## config.mk

```make
export PLATFORM = sky130hd
export DESIGN_NAME = dsp_clock_generator
export DESIGN_NICKNAME = d
export VERILOG_FILES = /design/src/hw/clkgen_pkg.sv /design/src/hw/dsp_clock_generator.sv
export SDC_FILE = /design/constraint.sdc
export NUM_CORES = 1
export LEC_CHECK = 0
export BUFFER_PORTS_ARGS = -buffer_cell sky130_fd_sc_hd__buf_2
export CORE_AREA = 2 2 128 99
export CTS_CLUSTER_SIZE = 12
export DETAILED_ROUTE_END_ITERATION = 12
export DIE_AREA = 0 0 130 101
export SLEW_MARGIN = 15
export SYNTH_ARGS = -nofsm -noshare
export SYNTH_HDL_FRONTEND = slang
export SYNTH_SLANG_ARGS = --single-unit
```

## constraint.sdc

```tcl
create_clock -name i_sys_clk -period 5.6 [get_ports i_sys_clk]
set_clock_uncertainty 0.2 [all_clocks]
set_input_delay 0.56 -clock i_sys_clk [delete_from_list [all_inputs] [get_ports i_sys_clk]]
set_output_delay 0.56 -clock i_sys_clk [all_outputs]
set_load 0.05 [all_outputs]
```

## src/hw/clkgen_pkg.sv

```systemverilog
/*
 * Constants, register map and shared types of the DSP clock generator.
 * Assumes a single 250 MHz system clock that times every derived rate.
 */
`default_nettype none
package clkgen_pkg;
    // ------------------------------------------------------------
    // Register addresses
    // ------------------------------------------------------------
    localparam logic [15:0] PLL_CSR_ADDR   = 16'h1C80;
    localparam logic [15:0] CORE_SEL_ADDR  = 16'h1C82;
    localparam logic [15:0] MULT_ADDR      = 16'h1C88;
    localparam logic [15:0] PREDIV_ADDR    = 16'h1C8A;
    localparam logic [15:0] FAST_DIV_ADDR  = 16'h1C8C;
    localparam logic [15:0] SLOW_DIV_ADDR  = 16'h1C8E;
    localparam logic [15:0] MEMIF_DIV_ADDR = 16'h1C90;
    localparam logic [15:0] CLK_MODE_ADDR  = 16'h8C00;
    // ------------------------------------------------------------
    // Field positions of the control / status register
    // ------------------------------------------------------------
    localparam int CSR_PLL_ENABLE_BIT_BIT     = 0;
    localparam int CSR_OSC_SLEEP_BIT = 2;
    localparam int CSR_LOOP_RST_BIT  = 3;
    localparam int CSR_LOCK_BIT      = 5;
    localparam int CSR_STABLE_BIT    = 6;
    // ------------------------------------------------------------
    // Reset values and divider codes
    // ------------------------------------------------------------
    localparam logic [3:0] CORE_SEL_RESET = 4'hB;
    localparam logic [3:0] MULT_RESET     = 4'h2;
    localparam logic [3:0] MULT_MIN       = 4'h2;
    localparam logic [4:0] PREDIV_RESET   = 5'h00;
    localparam logic [1:0] POST_DIV_BY1   = 2'h0;
    localparam logic [1:0] POST_DIV_BY2   = 2'h1;
    localparam logic [1:0] POST_DIV_BY4   = 2'h3;
    localparam logic [1:0] POST_DIV_RESET = POST_DIV_BY4;
    // ------------------------------------------------------------
    // Timing
    // ------------------------------------------------------------
    localparam int SYS_CLK_MHZ        = 250;
    localparam int OSC_STABLE_CYCLES  = 41032;
    localparam int LOCK_TIME_NS       = 2000;
    localparam int LOCK_CYCLES        = (LOCK_TIME_NS * SYS_CLK_MHZ + 999) / 1000;
    // ------------------------------------------------------------
    // Types
    // ------------------------------------------------------------
    typedef enum logic [1:0] {
        OSC_INIT      = 2'b00,
        OSC_STABILIZE = 2'b01,
        OSC_RUN       = 2'b11,
        OSC_SLEEP     = 2'b10
    } osc_state_t;

    typedef struct packed {
        logic [15:0] addr;
        logic [15:0] wdata;
        logic        wr;
        logic        rd;
    } reg_req_t;
endpackage
`default_nettype wire

```

## src/hw/dsp_clock_generator.sv

```systemverilog
/*
 * Clock generator: source select, pre-divider and multiplier, oscillator
 * sleep and stabilization, three post-dividers giving group clock enables.
 * Assumes all derived clocks are one-cycle enables of i_sys_clk and that
 * pins arrive asynchronously; the register port is a same-clock master.
 */
// The address-and-strobe port and the address map are this design's own decisions.
`default_nettype none
module dsp_clock_generator #(
    parameter int OSC_STABLE_COUNT = clkgen_pkg::OSC_STABLE_CYCLES
) (
    input  wire logic                 i_sys_clk,            // System clock
    input  wire logic                 i_rst,                // Async reset, high
    input  wire clkgen_pkg::reg_req_t i_req,                // Register request
    output logic [15:0]               o_rd_data,            // Read data, next cycle
    input  wire logic                 i_strap_pin_four,     // Source strap pin
    input  wire logic                 i_ext_clock_pin,      // External clock pin
    input  wire logic                 i_clockgen_idle_flag, // Idle handshake
    input  wire logic                 i_test_mode,          // Test mode level
    output logic                      o_osc_enable,         // Oscillator powered
    output logic                      o_core_clk_en,        // Core clock enable
    output logic                      o_fast_clk_en,        // Fast group enable
    output logic                      o_slow_clk_en,        // Slow group enable
    output logic                      o_memif_clk_en,       // Memory group enable
    output logic                      o_program_run,        // Program may run
    output logic                      o_input_source        // Source select bit
);
    import clkgen_pkg::*;

    // ------------------------------------------------------------
    // Declarations
    // ------------------------------------------------------------
    logic        strap_meta_reg, strap_sync_reg;
    logic        ext_meta_reg, ext_sync_reg, ext_prev_reg;
    logic [1:0]  init_cnt_reg;
    logic        source_sel_reg;
    osc_state_t  osc_state_reg;
    logic [15:0] stab_cnt_reg;
    logic        pll_en_reg, loop_rst_reg, osc_sleep_reg;
    logic [3:0]  core_sel_reg, mult_reg, mult_eff;
    logic [4:0]  prediv_reg, prediv_cnt_reg;
    logic [1:0]  post_div_reg [3];
    logic [1:0]  grp_cnt_reg [3];
    logic [1:0]  grp_lim_reg [3];
    logic [2:0]  grp_pulse_reg;
    logic [4:0]  mult_acc_reg;
    logic [5:0]  acc_sum;
    logic        mode_pll_reg;
    logic [15:0] lock_cnt_reg;
    logic        lock_reg, stable_bit;
    logic        ref_tick, pll_ref_tick, pll_tick, core_tick, retune;
    logic        core_en_reg, osc_en_reg, run_reg;
    logic [15:0] rd_data_reg;

    localparam logic [15:0] STAB_LOAD = 16'(OSC_STABLE_COUNT - 1);
    localparam logic [15:0] LOCK_LAST = 16'(LOCK_CYCLES - 1);
    localparam logic [1:0]  INIT_LAST = 2'h2;

    // ------------------------------------------------------------
    // Pin synchronizers
    // ------------------------------------------------------------
    // Two flops before any reader; edge detect only looks past them
    always_ff @(posedge i_sys_clk or posedge i_rst)
    begin
        if (i_rst)
        begin
            strap_meta_reg <= 1'b0;
            strap_sync_reg <= 1'b0;
            ext_meta_reg   <= 1'b0;
            ext_sync_reg   <= 1'b0;
            ext_prev_reg   <= 1'b0;
        end
        else
        begin
            strap_meta_reg <= i_strap_pin_four;
            strap_sync_reg <= strap_meta_reg;
            ext_meta_reg   <= i_ext_clock_pin;
            ext_sync_reg   <= ext_meta_reg;
            ext_prev_reg   <= ext_sync_reg;
        end
    end

    // ------------------------------------------------------------
    // Strap capture and source select
    // ------------------------------------------------------------
    // Strap is caught once the synchronizer has filled after release
    always_ff @(posedge i_sys_clk or posedge i_rst)
    begin
        if (i_rst)
        begin
            init_cnt_reg   <= 2'h0;
            source_sel_reg <= 1'b0;
        end
        else if (osc_state_reg == OSC_INIT)
        begin
            init_cnt_reg <= init_cnt_reg + 2'h1;
            if (init_cnt_reg == INIT_LAST)
                source_sel_reg <= strap_sync_reg;
        end
        else if (i_req.wr && i_req.addr == CLK_MODE_ADDR)
            source_sel_reg <= i_req.wdata[0];
    end

    // ------------------------------------------------------------
    // Oscillator power and stabilization
    // ------------------------------------------------------------
    always_ff @(posedge i_sys_clk or posedge i_rst)
    begin
        if (i_rst)
        begin
            osc_state_reg <= OSC_INIT;
            stab_cnt_reg  <= 16'h0000;
        end
        else
        begin
            unique case (osc_state_reg)
                OSC_INIT:
                    if (init_cnt_reg == INIT_LAST)
                    begin
                        // External strap disables the reset count
                        osc_state_reg <= strap_sync_reg ? OSC_RUN
                                                        : OSC_STABILIZE;
                        stab_cnt_reg  <= STAB_LOAD;
                    end
                OSC_STABILIZE:
                    if (stab_cnt_reg == 16'h0000)
                        osc_state_reg <= OSC_RUN;
                    else
                        stab_cnt_reg <= stab_cnt_reg - 16'h0001;
                OSC_RUN:
                    if (osc_sleep_reg
                        && (source_sel_reg || i_clockgen_idle_flag))
                        osc_state_reg <= OSC_SLEEP;
                OSC_SLEEP:
                    if (!osc_sleep_reg)
                    begin
                        osc_state_reg <= OSC_STABILIZE;
                        stab_cnt_reg  <= STAB_LOAD;
                    end
            endcase
        end
    end

    assign stable_bit = (osc_state_reg == OSC_RUN) || i_test_mode;

    // ------------------------------------------------------------
    // Reference tick, pre-divider and multiplier
    // ------------------------------------------------------------
    // Oscillator ticks every cycle while stabilizing or running; pin ticks on rising edges
    always_comb
    begin
        if (source_sel_reg)
            ref_tick = ext_sync_reg && !ext_prev_reg;
        else
            ref_tick = osc_state_reg == OSC_STABILIZE
                       || osc_state_reg == OSC_RUN;
        pll_ref_tick = ref_tick && prediv_cnt_reg == prediv_reg;
        mult_eff     = mult_reg < MULT_MIN ? MULT_MIN : mult_reg;
        pll_tick     = mult_acc_reg != 5'h00;
        acc_sum      = {1'b0, mult_acc_reg} - {5'h00, pll_tick}
                       + (pll_ref_tick ? {2'h0, mult_eff} : 6'h00);
        // Test sources just pass the raw input clock
        if (core_sel_reg != CORE_SEL_RESET)
            core_tick = ref_tick;
        else
            core_tick = mode_pll_reg ? pll_tick : ref_tick;
        retune = i_req.wr && (i_req.addr == MULT_ADDR
                              || i_req.addr == PREDIV_ADDR);
    end

    // Multiplier spreads M pulses per reference; one per cycle at most
    always_ff @(posedge i_sys_clk or posedge i_rst)
    begin
        if (i_rst)
        begin
            prediv_cnt_reg <= 5'h00;
            mult_acc_reg   <= 5'h00;
        end
        else if (loop_rst_reg)
        begin
            prediv_cnt_reg <= 5'h00;
            mult_acc_reg   <= 5'h00;
        end
        else
        begin
            if (ref_tick)
                prediv_cnt_reg <= pll_ref_tick ? 5'h00
                                               : prediv_cnt_reg + 5'h01;
            mult_acc_reg <= acc_sum[5] ? 5'h1F : acc_sum[4:0];
        end
    end

    // Lock model: loop reset or new ratio drops lock until settle time ends
    always_ff @(posedge i_sys_clk or posedge i_rst)
    begin
        if (i_rst)
        begin
            lock_cnt_reg <= 16'h0000;
            lock_reg     <= 1'b0;
        end
        else if (loop_rst_reg || retune)
        begin
            lock_cnt_reg <= 16'h0000;
            lock_reg     <= 1'b0;
        end
        else if (lock_cnt_reg == LOCK_LAST)
            lock_reg <= 1'b1;
        else
            lock_cnt_reg <= lock_cnt_reg + 16'h0001;
    end

    // Mode switches only with the multiplier drained at an input edge,
    // so no pulse from either path is cut short
    always_ff @(posedge i_sys_clk or posedge i_rst)
    begin
        if (i_rst)
            mode_pll_reg <= 1'b0;
        else if (ref_tick && !pll_tick)
            mode_pll_reg <= pll_en_reg;
    end

    // ------------------------------------------------------------
    // Post-dividers for the three groups
    // ------------------------------------------------------------
    // New ratio is taken only at a wrap, keeping every period whole
    always_ff @(posedge i_sys_clk or posedge i_rst)
    begin
        if (i_rst)
        begin
            for (int g = 0; g < 3; g++)
            begin
                grp_cnt_reg[g] <= 2'h0;
                grp_lim_reg[g] <= POST_DIV_RESET;
            end
            grp_pulse_reg <= 3'h0;
        end
        else
        begin
            for (int g = 0; g < 3; g++)
            begin
                grp_pulse_reg[g] <= core_tick
                                    && grp_cnt_reg[g] == grp_lim_reg[g];
                if (core_tick && grp_cnt_reg[g] == grp_lim_reg[g])
                begin
                    grp_cnt_reg[g] <= 2'h0;
                    grp_lim_reg[g] <= (post_div_reg[g] == POST_DIV_BY1)
                                      ? POST_DIV_BY1
                                      : (post_div_reg[g] == POST_DIV_BY2)
                                      ? POST_DIV_BY2 : POST_DIV_BY4;
                end
                else if (core_tick)
                    grp_cnt_reg[g] <= grp_cnt_reg[g] + 2'h1;
            end
        end
    end

    // ------------------------------------------------------------
    // Register writes
    // ------------------------------------------------------------
    always_ff @(posedge i_sys_clk or posedge i_rst)
    begin
        if (i_rst)
        begin
            pll_en_reg    <= 1'b0;
            loop_rst_reg  <= 1'b0;
            osc_sleep_reg <= 1'b0;
            core_sel_reg  <= CORE_SEL_RESET;
            mult_reg      <= MULT_RESET;
            prediv_reg    <= PREDIV_RESET;
            for (int g = 0; g < 3; g++)
                post_div_reg[g] <= POST_DIV_RESET;
        end
        else if (i_req.wr)
        begin
            unique case (i_req.addr)
                PLL_CSR_ADDR:
                begin
                    pll_en_reg    <= i_req.wdata[CSR_PLL_ENABLE_BIT_BIT];
                    loop_rst_reg  <= i_req.wdata[CSR_LOOP_RST_BIT];
                    osc_sleep_reg <= i_req.wdata[CSR_OSC_SLEEP_BIT];
                end
                CORE_SEL_ADDR:  core_sel_reg    <= i_req.wdata[3:0];
                MULT_ADDR:      mult_reg        <= i_req.wdata[3:0];
                PREDIV_ADDR:    prediv_reg      <= i_req.wdata[4:0];
                FAST_DIV_ADDR:  post_div_reg[0] <= i_req.wdata[1:0];
                SLOW_DIV_ADDR:  post_div_reg[1] <= i_req.wdata[1:0];
                MEMIF_DIV_ADDR: post_div_reg[2] <= i_req.wdata[1:0];
                default:        ;
            endcase
        end
    end

    // ------------------------------------------------------------
    // Register reads and registered outputs
    // ------------------------------------------------------------
    always_ff @(posedge i_sys_clk or posedge i_rst)
    begin
        if (i_rst)
            rd_data_reg <= 16'h0000;
        else if (!i_req.rd)
            rd_data_reg <= 16'h0000;
        else
        begin
            unique case (i_req.addr)
                PLL_CSR_ADDR:
                    rd_data_reg <= 16'(pll_en_reg) << CSR_PLL_ENABLE_BIT_BIT
                        | 16'(osc_sleep_reg) << CSR_OSC_SLEEP_BIT
                        | 16'(loop_rst_reg) << CSR_LOOP_RST_BIT
                        | 16'(lock_reg) << CSR_LOCK_BIT
                        | 16'(stable_bit) << CSR_STABLE_BIT;
                CORE_SEL_ADDR:  rd_data_reg <= {12'h000, core_sel_reg};
                MULT_ADDR:      rd_data_reg <= {12'h000, mult_reg};
                PREDIV_ADDR:    rd_data_reg <= {11'h000, prediv_reg};
                FAST_DIV_ADDR:  rd_data_reg <= {14'h0000, post_div_reg[0]};
                SLOW_DIV_ADDR:  rd_data_reg <= {14'h0000, post_div_reg[1]};
                MEMIF_DIV_ADDR: rd_data_reg <= {14'h0000, post_div_reg[2]};
                CLK_MODE_ADDR:  rd_data_reg <= {15'h0000, source_sel_reg};
                default:        rd_data_reg <= 16'h0000;
            endcase
        end
    end

    // Program runs off the pin clock even while the oscillator sleeps
    always_ff @(posedge i_sys_clk or posedge i_rst)
    begin
        if (i_rst)
        begin
            core_en_reg <= 1'b0;
            osc_en_reg  <= 1'b1;
            run_reg     <= 1'b0;
        end
        else
        begin
            core_en_reg <= core_tick;
            osc_en_reg  <= osc_state_reg != OSC_SLEEP;
            run_reg     <= osc_state_reg != OSC_INIT
                           && (source_sel_reg
                               || osc_state_reg == OSC_RUN);
        end
    end

    assign o_rd_data      = rd_data_reg;
    assign o_core_clk_en  = core_en_reg;
    assign o_fast_clk_en  = grp_pulse_reg[0];
    assign o_slow_clk_en  = grp_pulse_reg[1];
    assign o_memif_clk_en = grp_pulse_reg[2];
    assign o_osc_enable   = osc_en_reg;
    assign o_program_run  = run_reg;
    assign o_input_source = source_sel_reg;
endmodule
`default_nettype wire

```

==> results of run 1 <==
-- how the worst min path moves through the flow --
stage	end	cells past startpoint	from	slack, ns
after CTS	strap_meta_reg	2	i_rst	0.06
final	strap_meta_reg	2	i_rst	0.04
after global placement	ext_sync_reg	0	ext_meta_reg	0.17
after floorplan	ext_sync_reg	0	ext_meta_reg	0.13
after global routing	strap_meta_reg	2	i_rst	0.09
after detailed placement	ext_sync_reg	0	ext_meta_reg	0.17
-- layout make-up --
type                            count  area [µm²]
Clock inverter                      5        46.3
Clock buffer                       11         264
Sequential cell                   101        2550
Tap cell                          166         208
Fill cell                        1124        6050
Inverter                           27         104
Multi-Input combinational cell    364        2520
Timing Repair Buffer               43         218
-- cells by family (layout without fill, tap and decap cells) --
| kind of cell | count (synthesis) | count (layout) | synth area share, % |
|---|---|---|---|
| AO/OA/AOI/OAI | 67 | 67 | 9.16 |
| adder cells (fa/ha/maj) | 15 | 15 | 3.66 |
| flip-flops | 101 | 101 | 48.5 |
| AND/OR/NAND/NOR | 195 | 195 | 19.2 |
| buffers and inverters | 48 | 86 | 4.35 |
| multiplexers | 35 | 35 | 7.94 |
| other | 1 | 9 | 0.0713 |
| XOR/XNOR | 43 | 43 | 7.16 |
-- report_power, final --
part / total (mW) / switching (mW) / leakage (nW) / internal, mW
Clock: 0.640 / 0.291 / 0.154 / 0.350
Combinational: 0.547 / 0.320 / 1.31 / 0.227
Sequential: 0.955 / 0.107 / 1.24 / 0.848
-- per-layer routing --
layer | vias up | share of wire (%) | routed length, µm
met1 | 1814 | 50 | 5430
met3 | 11 | 4.2 | 448
met2 | 61 | 44 | 4730
met4 | 0 | 1.6 | 170
li1 | 1860 | - | -
met5 | - | 0 | 0
-- synth_stat cells (2+ instances only) --
library cell / instances
sky130_fd_sc_hd__a2111oi_2: 4
sky130_fd_sc_hd__a211oi_1: 3
sky130_fd_sc_hd__a21o_1: 7
sky130_fd_sc_hd__a21oi_1: 21
sky130_fd_sc_hd__a22oi_1: 3
sky130_fd_sc_hd__a31oi_1: 2
sky130_fd_sc_hd__and2_1: 3
sky130_fd_sc_hd__and3_1: 8
sky130_fd_sc_hd__and4_1: 4
sky130_fd_sc_hd__and4b_1: 2
sky130_fd_sc_hd__buf_2: 2
sky130_fd_sc_hd__buf_4: 9
sky130_fd_sc_hd__clkbuf_1: 8
sky130_fd_sc_hd__dfrtp_1: 84
sky130_fd_sc_hd__dfstp_2: 17
sky130_fd_sc_hd__ha_1: 13
sky130_fd_sc_hd__inv_1: 26
sky130_fd_sc_hd__mux2_2: 31
sky130_fd_sc_hd__mux4_2: 2
sky130_fd_sc_hd__nand2_1: 31
sky130_fd_sc_hd__nand2b_1: 3
sky130_fd_sc_hd__nand3_1: 12
sky130_fd_sc_hd__nand4_1: 14
sky130_fd_sc_hd__nor2_1: 64
sky130_fd_sc_hd__nor2b_1: 6
sky130_fd_sc_hd__nor3_1: 17
sky130_fd_sc_hd__nor3b_1: 2
sky130_fd_sc_hd__nor4_1: 8
sky130_fd_sc_hd__nor4b_1: 3
sky130_fd_sc_hd__nor4bb_1: 2
sky130_fd_sc_hd__o21ai_0: 7
sky130_fd_sc_hd__o31ai_1: 2
sky130_fd_sc_hd__or3_1: 2
sky130_fd_sc_hd__or3_2: 2
sky130_fd_sc_hd__or4_1: 2
sky130_fd_sc_hd__xnor2_1: 18
sky130_fd_sc_hd__xor2_1: 25
-- stage by stage --
stage | cell area, µm² | cells | power (mW)
floorplan | 5290 | 513 | 1.40
global placement | 5590 | 701 | 1.49
detailed placement | 5590 | 701 | 1.51
CTS | 5900 | 717 | 2.17
global route | 5900 | 717 | 2.29
finish | 5900 | 717 | 2.14
-- critical path: stages, from the launching register on --
cell	delay, ns
sky130_fd_sc_hd__dfrtp_1	0.49
sky130_fd_sc_hd__inv_1	0.18
sky130_fd_sc_hd__o22ai_2	0.38
sky130_fd_sc_hd__nor3b_1	0.51
sky130_fd_sc_hd__o21ai_0	0.18
sky130_fd_sc_hd__ha_1	0.36
sky130_fd_sc_hd__inv_1	0.06
sky130_fd_sc_hd__ha_1	0.28
sky130_fd_sc_hd__a21o_1	0.14
sky130_fd_sc_hd__nand4_1	0.09
sky130_fd_sc_hd__and4b_1	0.21
sky130_fd_sc_hd__xnor2_1	0.34
sky130_fd_sc_hd__a21oi_1	0.14
-- cell usage in the layout (no fill, tap or decap), drive strengths merged, types with 6 or more instances in the layout --
cell,instances
dfrtp,84
nor2,64
buf,43
nand2,31
mux2,31
inv,31
xor2,25
a21oi,21
xnor2,18
nor3,17
dfstp,17
nand4,14
ha,13
nand3,12
clkbuf,11
conb,9
nor4,9
and3,8
o21ai,8
a21o,7
nor2b,6
==> impl_results.md, run 1 <==
* Worst Hold Class: input pin to asynchronous set/reset pin
* Initial core utilization at between 40% and 50%
* Met2 usage at between 20% and 30%
* Required time of the worst setup path at 5.61 ns
* Placed wire-length estimate after detailed placement at 7.87 mm
* Mapped cell area at around 5300 µm²
* End of the worst register-to-register path: mult_acc_reg[0]
* Number of setup violations in the final report at 0
* CTS Buf Count at 9
* Most area-consuming cells after synthesis: sky130_fd_sc_hd__dfrtp_1 40%, sky130_fd_sc_hd__dfstp_2 8.5%, sky130_fd_sc_hd__mux2_2 6.6%
* Count of clock tree sinks at 101
* Class of the most critical setup path: register to register
* Max-Cap Viols at 0
* R2R Path Start: osc_state_reg[0]
* Destination of the critical timing path: mult_acc_reg[0]
* Clock root cell: sky130_fd_sc_hd__clkbuf_16
* Cell accounting for the most synthesized area: sky130_fd_sc_hd__dfrtp_1
* Vias in the first global route at 3554
* Unrepaired setup endpoints after global routing: no
* Count of input and output buffers at 42
* Antenna Violating Nets Remaining at 0
* Average vias per placed instance at 5.22
* Final-layout setup total negative slack at 0 ns
* Cell row count at 35
* Final Core Density at 49.4%
* Post-cts gate resize count at 0
* Achievable clock frequency at between 200 and 300 MHz
* Proportion of layout cells with a drive suffix above 1 at 22.9%
* Instance count of the mapped netlist at 505
* Per-instance average area after synthesis at 10.4 µm²
* Buffer depth of the longest clock path at 2
* Met3 capacity usage during global routing at 3.66%
* Vertical extent of the die at 101 µm
* Depth of the worst register-to-register path at 12
* Antenna violations before repair at 0
* FF+latch count, synth at 101
* Placer Congestion at 0.836
* Pin count of the biggest net entering global routing at 61
* Most used flip-flop cell after synthesis: sky130_fd_sc_hd__dfrtp_1
* Static Leakage at around 2.7 nW
* Average routed wire per standard cell at 15.0 µm
* Pre-CTS setup slack at approximately 1.9 ns
* Count of endpoints failing hold in the final timing report at 0
* Final critical-path required period at 3.70 ns
* First-pass GRT wire length at approximately 18 mm
* Layout area overhead at 12.3%
* Startpoint type of the worst setup path: register
* Relative max-transition margin at about 46%
* Arrival time of data at the critical path endpoint at 3.71 ns
* Residual DRC count at 0
* Iteration-0 DRC count of the detailed router at 250
* Synthesis warning total at 0
* Area share of the largest cell type after synthesis at 40.0%
* Worst-case hold slack at 0.0402 ns
* Worst skew pair latency at 0.35 ns
* Power density cells at 363 nW/µm²
* Portion of the clock cycle consumed by the worst path in the final layout at 66.0%
* Endpoint class of the critical path: register
* Maximum vdd drop at around 230 µV
* EDFF count, synth at 0
* Met1 Track Usage GR at 27.3%
* Count of vias placed by the detailed router at 3746
* Iteration count of the initial detailed-routing pass at 5
* Share of the yosys chip area belonging to registers at 48.5%
* Clock tree from TritonCTS: yes
* Width of the die at 130 µm
* Global route total overflow at 0
* Fraction of registers with async set or reset after synthesis at 100%
* Min setup slack post-route at 1.90 ns
* Count of hold-fix buffers inserted at cts at 0
* Source of the critical timing path: osc_state_reg[0]
* Count of pins over their slew limit at 0
* Total die area at 13100 µm²
* Post-detailed-routing wire length at 10.8 mm
* Setup slack of the worst register-to-register path at 1.90 ns
* Total routing usage reported by global routing at 18.0%
* Number of nets at the end of the flow at 600
* CP max FO at 9
* Most Used Layer, Global Route: met1
* Maximum level of the CTS H-tree at 3
* Distinct cell type count after synthesis at 73
* Area inside the core boundary at 12000 µm²
* Least-Margin Pin Slew at 0.804 ns
* Setup fix buffers added after clock tree synthesis at 0
* Status: completed
* Io pins at 63
* Clock transition at the registers of the reported paths at 0.07 ns
* Number of diodes added for antenna fixing at 0
(Power assumes the default switching activity.)
==> run 2, diff against run 1 <==
--- a/config.mk
+++ b/config.mk
@@ -5,11 +5,13 @@
 export SDC_FILE = /design/constraint.sdc
 export NUM_CORES = 1
 export LEC_CHECK = 0
+export ABC_AREA = 1
 export BUFFER_PORTS_ARGS = -buffer_cell sky130_fd_sc_hd__buf_2
-export CORE_AREA = 2 2 128 99
+export CORE_AREA = 2 2 133 103
 export CTS_CLUSTER_SIZE = 12
 export DETAILED_ROUTE_END_ITERATION = 12
-export DIE_AREA = 0 0 130 101
+export DIE_AREA = 0 0 135 105
+export PLACE_DENSITY = 0.65
 export SLEW_MARGIN = 15
 export SYNTH_ARGS = -nofsm -noshare
 export SYNTH_HDL_FRONTEND = slang
==> constraint.sdc (replaced) <==
create_clock -name i_sys_clk -period 3.1 [get_ports i_sys_clk]
set_clock_uncertainty 0.2 [all_clocks]
set_input_delay 0.31 -clock i_sys_clk [delete_from_list [all_inputs] [get_ports i_sys_clk]]
set_output_delay 0.31 -clock i_sys_clk [all_outputs]
set_load 0.05 [all_outputs]
==> impl_results.md, run 2 <==
* Cell with the largest stage delay on the worst path: sky130_fd_sc_hd__dfrtp_1
* Endpoint class of the critical path: register
* Most used flip-flop cell after synthesis: sky130_fd_sc_hd__dfrtp_1
* Antenna violations before repair at 0 (unchanged)
* Most area-consuming cells after synthesis: sky130_fd_sc_hd__dfrtp_1 37%, sky130_fd_sc_hd__nand2_1 11%, sky130_fd_sc_hd__dfstp_2 7.9%
* EDFF count, synth at 0 (unchanged)
* Final Core Density at 50.4% (+1.0 points)
* Most frequent cells in the layout: 166 x sky130_fd_sc_hd__nand2_1, 97 x sky130_fd_sc_hd__inv_1, 89 x sky130_fd_sc_hd__nor2_1, 84 x sky130_fd_sc_hd__dfrtp_1, 66 x sky130_fd_sc_hd__nand3_1
* Achievable clock frequency at 358 MHz (+32%)
* CTS Buf Count at 9 (unchanged)
* Overall power after layout at 3.65 mW (+70%)
* Status: completed
* Depth of the worst register-to-register path at 18 (+6)
* Critical Path, Cell by Cell: nand3b_1 > o21ai_4 > inv_2 > nor2_1 > nand2_1 > inv_2 > nand2_1 > ha_1 > inv_1 > ha_1 > nand3_1 > nand3_1 > nand3_1 > nand2_1 > nand2_1 > nand2_1 > o21ai_0 > inv_1
* Iteration count of the initial detailed-routing pass at 5 (unchanged)
* Cell row count at 36 (+2.9%)
* Average vias per placed instance at 4.94 (-5.5%)
* Hold Crit Endpoint: prediv_reg[2]
* Mapped cell area at 5660 µm² (+7.7%)
* Proportion of layout cells with a drive suffix above 1 at 17.1% (-5.8 points)
* Cell accounting for the most synthesized area: sky130_fd_sc_hd__dfrtp_1
* Highest cell delay on the worst timing path at 0.41 ns (-0.10 ns)
* Per-instance average area after synthesis at 7.74 µm² (-26%)
* Layout area overhead at 13.9%
* First-pass GRT wire length at 20.9 mm (+14%)
* Antenna Violating Nets Remaining at 0 (unchanged)
* Vias in the first global route at 4611 (+30%)
* Most prevalent standard cell on the critical path: sky130_fd_sc_hd__nand2_1
* Static Leakage at 3.33 nW (+23%)
* Clock tree from TritonCTS: yes
* Cell-internal power at 2.35 mW (+65%)
* Total die area at 14200 µm² (+8.0%)
* Fraction of registers with async set or reset after synthesis at 100% (unchanged)
* Count of input and output buffers at 42 (unchanged)
* Most numerous cell in the Yosys netlist: sky130_fd_sc_hd__nand2_1
* Placed wire-length estimate after detailed placement at 8.95 mm (+14%)
* Number of setup violations in the final report at 0 (unchanged)
* Power density cells at 566 nW/µm² (+56%)
* Initial core utilization at 44.3% (+0.28 points)
* Unrepaired setup endpoints after global routing: no
* Relative max-transition margin at 58.2% (+13 points)
* Count of clock tree sinks at 101 (unchanged)
* CP max FO at 4 (-5)
* Least-Margin Pin Slew at 0.625 ns (-0.179 ns)
* Number of diodes added for antenna fixing at 0 (unchanged)
* Design area at 6450 µm² (+9.2%)
* Count of vias placed by the detailed router at 4781 (+28%)
* Met3 capacity usage during global routing at 3.74% (+0.074 points)
* Met1 Track Usage GR at 24.8% (-2.5 points)
* Fraction of power spent switching nets at 35.6% (+2.1 points)
* Required time of the worst setup path at 3.13 ns (-2.48 ns)
* Share of the yosys chip area belonging to registers at 45.0% (-3.5 points)
* Cell area after placement at 6050 µm² (+8.2%)
* Area inside the core boundary at 12800 µm² (+7.0%)
* Final critical-path required period at 2.80 ns (-0.899 ns)
* Vertical extent of the die at 105 µm (+4.0%)
* End of the worst register-to-register path: mult_acc_reg[2]
* Portion of the clock cycle consumed by the worst path in the final layout at 90.2% (+24 points)
* Reported net switching power at 1.30 mW (+81%)
* Most Used Layer, Global Route: met2
* Synthesis warning total at 0 (unchanged)
* Sequential share of power at 42.7% (-1.9 points)
* Count of pins over their slew limit at 0 (unchanged)
* R2R Path Start: o_input_source
* Pin count of the biggest net entering global routing at 76 (+25%)
* Top post-synthesis cells by count: 166 x sky130_fd_sc_hd__nand2_1, 100 x sky130_fd_sc_hd__inv_1, 89 x sky130_fd_sc_hd__nor2_1
* Post-detailed-routing wire length at 12.0 mm (+12%)
* Clock group share of total power at 29.2% (-0.7 points)
* Clock root cell: sky130_fd_sc_hd__clkbuf_16
* Placer Congestion at 0.871 (+4.2%)
* Width of the die at 135 µm (+3.8%)
* Iteration-0 DRC count of the detailed router at 250 (unchanged)
* Instance count of the mapped netlist at 732 (+45%)
* Arrival time of data at the critical path endpoint at 2.83 ns (-0.88 ns)
* Distinct cell type count after synthesis at 37 (-49%)
* Global route total overflow at 0 (unchanged)
* Worst skew pair latency at 0.35 ns (about the same)
* Relative contribution of combinational cells to total power at 28.1% (+2.6 points)
* Buffer depth of the longest clock path at 2 (unchanged)
* HP Start: i_req[4]
* Setup slack of the worst register-to-register path at 0.30 ns (-1.60 ns)
* Average routed wire per standard cell at 12.4 µm (-17%)
* Commonest non-fill, non-tap cell in the layout: sky130_fd_sc_hd__nand2_1
* Area share of the largest cell type after synthesis at 37.1% (-2.9 points)
* Worst Hold Class: input pin to register
* Residual DRC count at 0 (unchanged)
* Met2 usage at 29.4% (+3.5 points)
* FF+latch count, synth at 101 (unchanged)
* Number of cells on the worst hold path at 3
* Clock transition at the registers of the reported paths at 0.07 ns (about the same)
* Io pins at 63 (unchanged)
* Startpoint type of the worst setup path: register
* Number of nets at the end of the flow at 846 (+41%)
* Maximum level of the CTS H-tree at 3 (unchanged)
* Maximum vdd drop at 393 µV (+70%)
* Class of the most critical setup path: register to register
* Max-Cap Viols at 0 (unchanged)
* Total routing usage reported by global routing at 18.1% (+0.14 points)
* Count of endpoints failing hold in the final timing report at 0 (unchanged)
[run 2: power groups by stage]
stage	registers, mW	logic (mW)	clock network [mW]
2_1_floorplan	1.63	0.726	0
3_3_place_gp	1.57	0.948	0
3_5_place_dp	1.58	0.988	0
4_1_cts	1.56	0.996	1.10
5_1_grt	1.58	1.16	1.15
6_report	1.56	1.02	1.06
[run 2: what timing repair did]
| action | CTS | global route |
|---|---|---|
| setup endpoints to repair | 1 | 4 |
| endpoints found under the hold margin | 28 | 0 |
| pin swaps | 0 | 5 |
| setup buffers | 0 | 6 |
| resized for setup | 1 | 9 |
| hold buffers | 4 | 0 |
[run 2: layer usage]
layer,vias to the layer above,part of all wire [%]
met5,-,0
met4,0,0.88
met3,9,4.0
met2,91,46
met1,2266,49
li1,2415,-
[run 2: worst max path at each step]
stage,slack (ns),startpoint,end,cells past startpoint
6_report,0.30,o_input_source,mult_acc_reg[2],18
5_1_grt,0.02,o_input_source,mult_acc_reg[3],18
4_1_cts,0.03,osc_state_reg[0],mult_acc_reg[4],20
3_5_place_dp,-0.02,osc_state_reg[0],mult_acc_reg[4],20
3_3_place_gp,0.13,osc_state_reg[0],mult_acc_reg[4],20
2_1_floorplan,-0.1,o_input_source,mult_acc_reg[4],20
[run 2: cell type report]
type / count / area (µm²)
repair buffers: 58 / 353
inverters: 106 / 407
fillers: 1248 / 6340
flip-flops and latches: 101 / 2550
clock buffers: 11 / 243
multi-input cells: 516 / 2650
well taps: 171 / 214
clock inverters: 5 / 36.3
[run 2: cells by family after synthesis]
group | share of synthesized area, %
simple gates | 30.5
buf+inv | 9.39
flops | 45.0
compound gates | 7.47
xor+xnor | 4.33
fa+ha+maj | 3.23
other cells | 0.0662
[run 2: worst max-delay path, delay by kind of cell, from the launching register on]
family,cells,cell delay (ns)
AND/OR/NAND/NOR,10,0.95
flip-flops,1,0.41
AO/OA/AOI/OAI,2,0.25
adder cells (fa/ha/maj),2,0.61
buffers and inverters,4,0.27
[run 2: stage by stage]
step,setup TNS (ns),hold WS [ns],cells,setup slack [ns]
2_1_floorplan,-0.0994,0.131,740,-0.0994
3_3_place_gp,0,0.135,942,0.127
3_5_place_dp,-0.0184,0.139,942,-0.0184
4_1_cts,0,0.00382,962,0.0325
5_1_grt,0,0.0349,968,0.0242
6_report,0,0.0108,968,0.303
==> run 3, diff against run 2 <==
--- a/config.mk
+++ b/config.mk
@@ -6,7 +6,7 @@
 export NUM_CORES = 1
 export LEC_CHECK = 0
 export ABC_AREA = 1
-export BUFFER_PORTS_ARGS = -buffer_cell sky130_fd_sc_hd__buf_2
+export BUFFER_PORTS_ARGS = -buffer_cell sky130_fd_sc_hd__clkbuf_2
 export CORE_AREA = 2 2 133 103
 export CTS_CLUSTER_SIZE = 12
 export DETAILED_ROUTE_END_ITERATION = 12
==> impl_results.md, run 3 (synthesized netlist as in run 2, its figures left out) <==
* Count of input and output buffers at 42 (unchanged)
* Iteration count of the initial detailed-routing pass at 5 (unchanged)
* Initial core utilization at 44.3% (unchanged)
* Antenna Violating Nets Remaining at 0 (unchanged)
* Maximum vdd drop at 359 µV (-8.7%)
* Count of vias placed by the detailed router at 4785 (+0.084%)
* Non-filler instance count after layout at 966 (-0.21%)
* Static Leakage at 3.34 nW (+0.28%)
* Highest cell delay on the worst timing path at 0.43 ns (+0.02 ns)
* CTS Buf Count at 9 (unchanged)
* Number of nets at the end of the flow at 844 (-0.24%)
* First-pass GRT wire length at 20.6 mm (-1.2%)
* Placed cell count at 944 (+0.21%)
* Worst Hold Class: input pin to register
* Cell row count at 36 (unchanged)
* Most frequent cells in the layout: 166 x sky130_fd_sc_hd__nand2_1, 98 x sky130_fd_sc_hd__inv_1, 89 x sky130_fd_sc_hd__nor2_1, 84 x sky130_fd_sc_hd__dfrtp_1, 67 x sky130_fd_sc_hd__nand3_1
* CP max FO at 5 (+1)
* Number of setup violations in the final report at 0 (unchanged)
* Post-detailed-routing wire length at 12.0 mm (-0.21%)
* Clock transition at the registers of the reported paths at 0.08 ns (about the same)
* Arrival time of data at the critical path endpoint at 2.90 ns (+0.07 ns)
* Class of the most critical setup path: register to register
* Relative max-transition margin at 44.2% (-14 points)
* Worst skew pair latency at 0.35 ns (about the same)
* Io pins at 63 (unchanged)
* Clock root cell: sky130_fd_sc_hd__clkbuf_16
* Commonest non-fill, non-tap cell in the layout: sky130_fd_sc_hd__nand2_1
* Portion of the clock cycle consumed by the worst path in the final layout at 91.9% (+1.7 points)
* Design area at 6450 µm² (about the same)
* Maximum level of the CTS H-tree at 3 (unchanged)
* Placer Congestion at 0.873 (+0.20%)
* Setup slack of the worst register-to-register path at 0.25 ns (-0.05 ns)
* Pin count of the biggest net entering global routing at 42 (-45%)
* Final critical-path required period at 2.85 ns (+0.0512 ns)
* Vias in the first global route at 4527 (-1.8%)
* Least-Margin Pin Slew at 0.835 ns (+0.210 ns)
* Cell with the largest stage delay on the worst path: sky130_fd_sc_hd__dfrtp_1
* Required time of the worst setup path at 3.15 ns (+0.02 ns)
* Residual DRC count at 0 (unchanged)
* Total die area at 14200 µm² (unchanged)
* Proportion of layout cells with a drive suffix above 1 at 16.6% (-0.46 points)
* Cell area after placement at 6070 µm² (+0.25%)
* Clock tree from TritonCTS: yes
* Width of the die at 135 µm (unchanged)
* Final-layout setup total negative slack at 0 ns (unchanged)
* Endpoint class of the critical path: register
* Status: completed
* Count of endpoints failing hold in the final timing report at 0 (unchanged)
* Max-Cap Viols at 0 (unchanged)
* Vertical extent of the die at 105 µm (unchanged)
* Average vias per placed instance at 4.95 (+0.29%)
* Power density cells at 585 nW/µm² (+3.4%)
* Area used by multi-input combinational logic at 2630 µm² (-0.85%)
* Antenna violations before repair at 0 (unchanged)
* Count of pins over their slew limit at 0 (unchanged)
* Placed wire-length estimate after detailed placement at 9.02 mm (+0.78%)
* Iteration-0 DRC count of the detailed router at 262 (+4.8%)
* Number of fill cells in the layout at 1241 (-0.56%)
* Area inside the core boundary at 12800 µm² (unchanged)
* Buffer depth of the longest clock path at 2 (unchanged)
* Layout area overhead at 13.9% (about the same)
* Total routing usage reported by global routing at 17.9% (-0.18 points)
* Critical Path, Cell by Cell: xor2_1 > nor3_1 > nand2_1 > inv_2 > nand3_1 > ha_1 > inv_1 > ha_2 > inv_1 > fa_2 > inv_1 > nand2_1 > a21boi_2 > o21ai_1 > nand2_1 > nand3_1 > nand2_1 > inv_1
* Startpoint type of the worst setup path: register
* Number of diodes added for antenna fixing at 0 (unchanged)
* Global route total overflow at 0 (unchanged)
* Worst-case hold slack at 0.0386 ns (+0.0278 ns)
* Average routed wire per standard cell at 12.4 µm (about the same)
* Count of clock tree sinks at 101 (unchanged)
* Achievable clock frequency at 351 MHz (-1.8%)
* Sequential cell area at 2550 µm² (unchanged)
run 3: final cells by class:
cell class | instances | area share, %
Clock buffer | 10 | 3.70
Clock inverter | 6 | 1.22
Inverter | 106 | 6.30
Multi-Input combinational cell | 516 | 40.7
Sequential cell | 101 | 39.5
Tap cell | 171 | 3.32
Timing Repair Buffer | 56 | 5.27
run 3: where the power goes:
group          switching [mW]  internal, mW
Sequential             0.0932          1.46
Clock                   0.531         0.666
Combinational           0.705         0.318
run 3: final timing paths:
kind	startpoint	endpoint	depth (start not counted)
min in group asynchronous	i_rst	o_program_run	3
max	prediv_cnt_reg[2]	mult_acc_reg[4]	18
min	i_req[0]	o_rd_data[5]	3
min reg2reg	ext_meta_reg	ext_sync_reg	0
max reg2reg	prediv_cnt_reg[2]	mult_acc_reg[4]	18
max in group asynchronous	i_rst	grp_cnt_reg[4]	4
run 3: timing repair:
action	CTS	global route
endpoints found under the setup margin	1	4
hold buffers	5	0
gates resized for setup	1	6
pin swaps	0	1
setup buffers	0	1
endpoints found under the hold margin	26	0
run 3: worst max-delay path, delay by kind of cell, from the launching register on:
family                     cells  cell delay (ns)
adders and majority gates      3             0.79
and+or+nand+nor                7             0.62
DFF                            1             0.43
buffers and inverters          5             0.32
AOI/OAI and AO/OA              2             0.20
xor gates and xnor gates       1             0.17
run 3: metrics by stage:
| stage | setup WS, ns | power (mW) | util (%) |
|---|---|---|---|
| after floorplan | -0.0994 | 2.36 | - |
| after global placement | 0.115 | 2.54 | 47.4 |
| after detailed placement | 0.0508 | 2.59 | 47.4 |
| after CTS | 0.0426 | 3.80 | 50.3 |
| after global routing | -0.0450 | 3.99 | 50.4 |
| final | 0.252 | 3.78 | 50.4 |
run 3: metal layers:
| metal | track usage (%) | part of all wire, % | vias up | routed length (µm) |
|---|---|---|---|---|
| met1 | 24.6 | 49 | 2271 | 5830 |
| li1 | - | - | 2422 | - |
| met2 | 29.3 | 46 | 82 | 5580 |
| met5 | 0 | 0 | - | 0 |
| met3 | 3.40 | 4.0 | 10 | 482 |
| met4 | 4.32 | 0.98 | 0 | 118 |
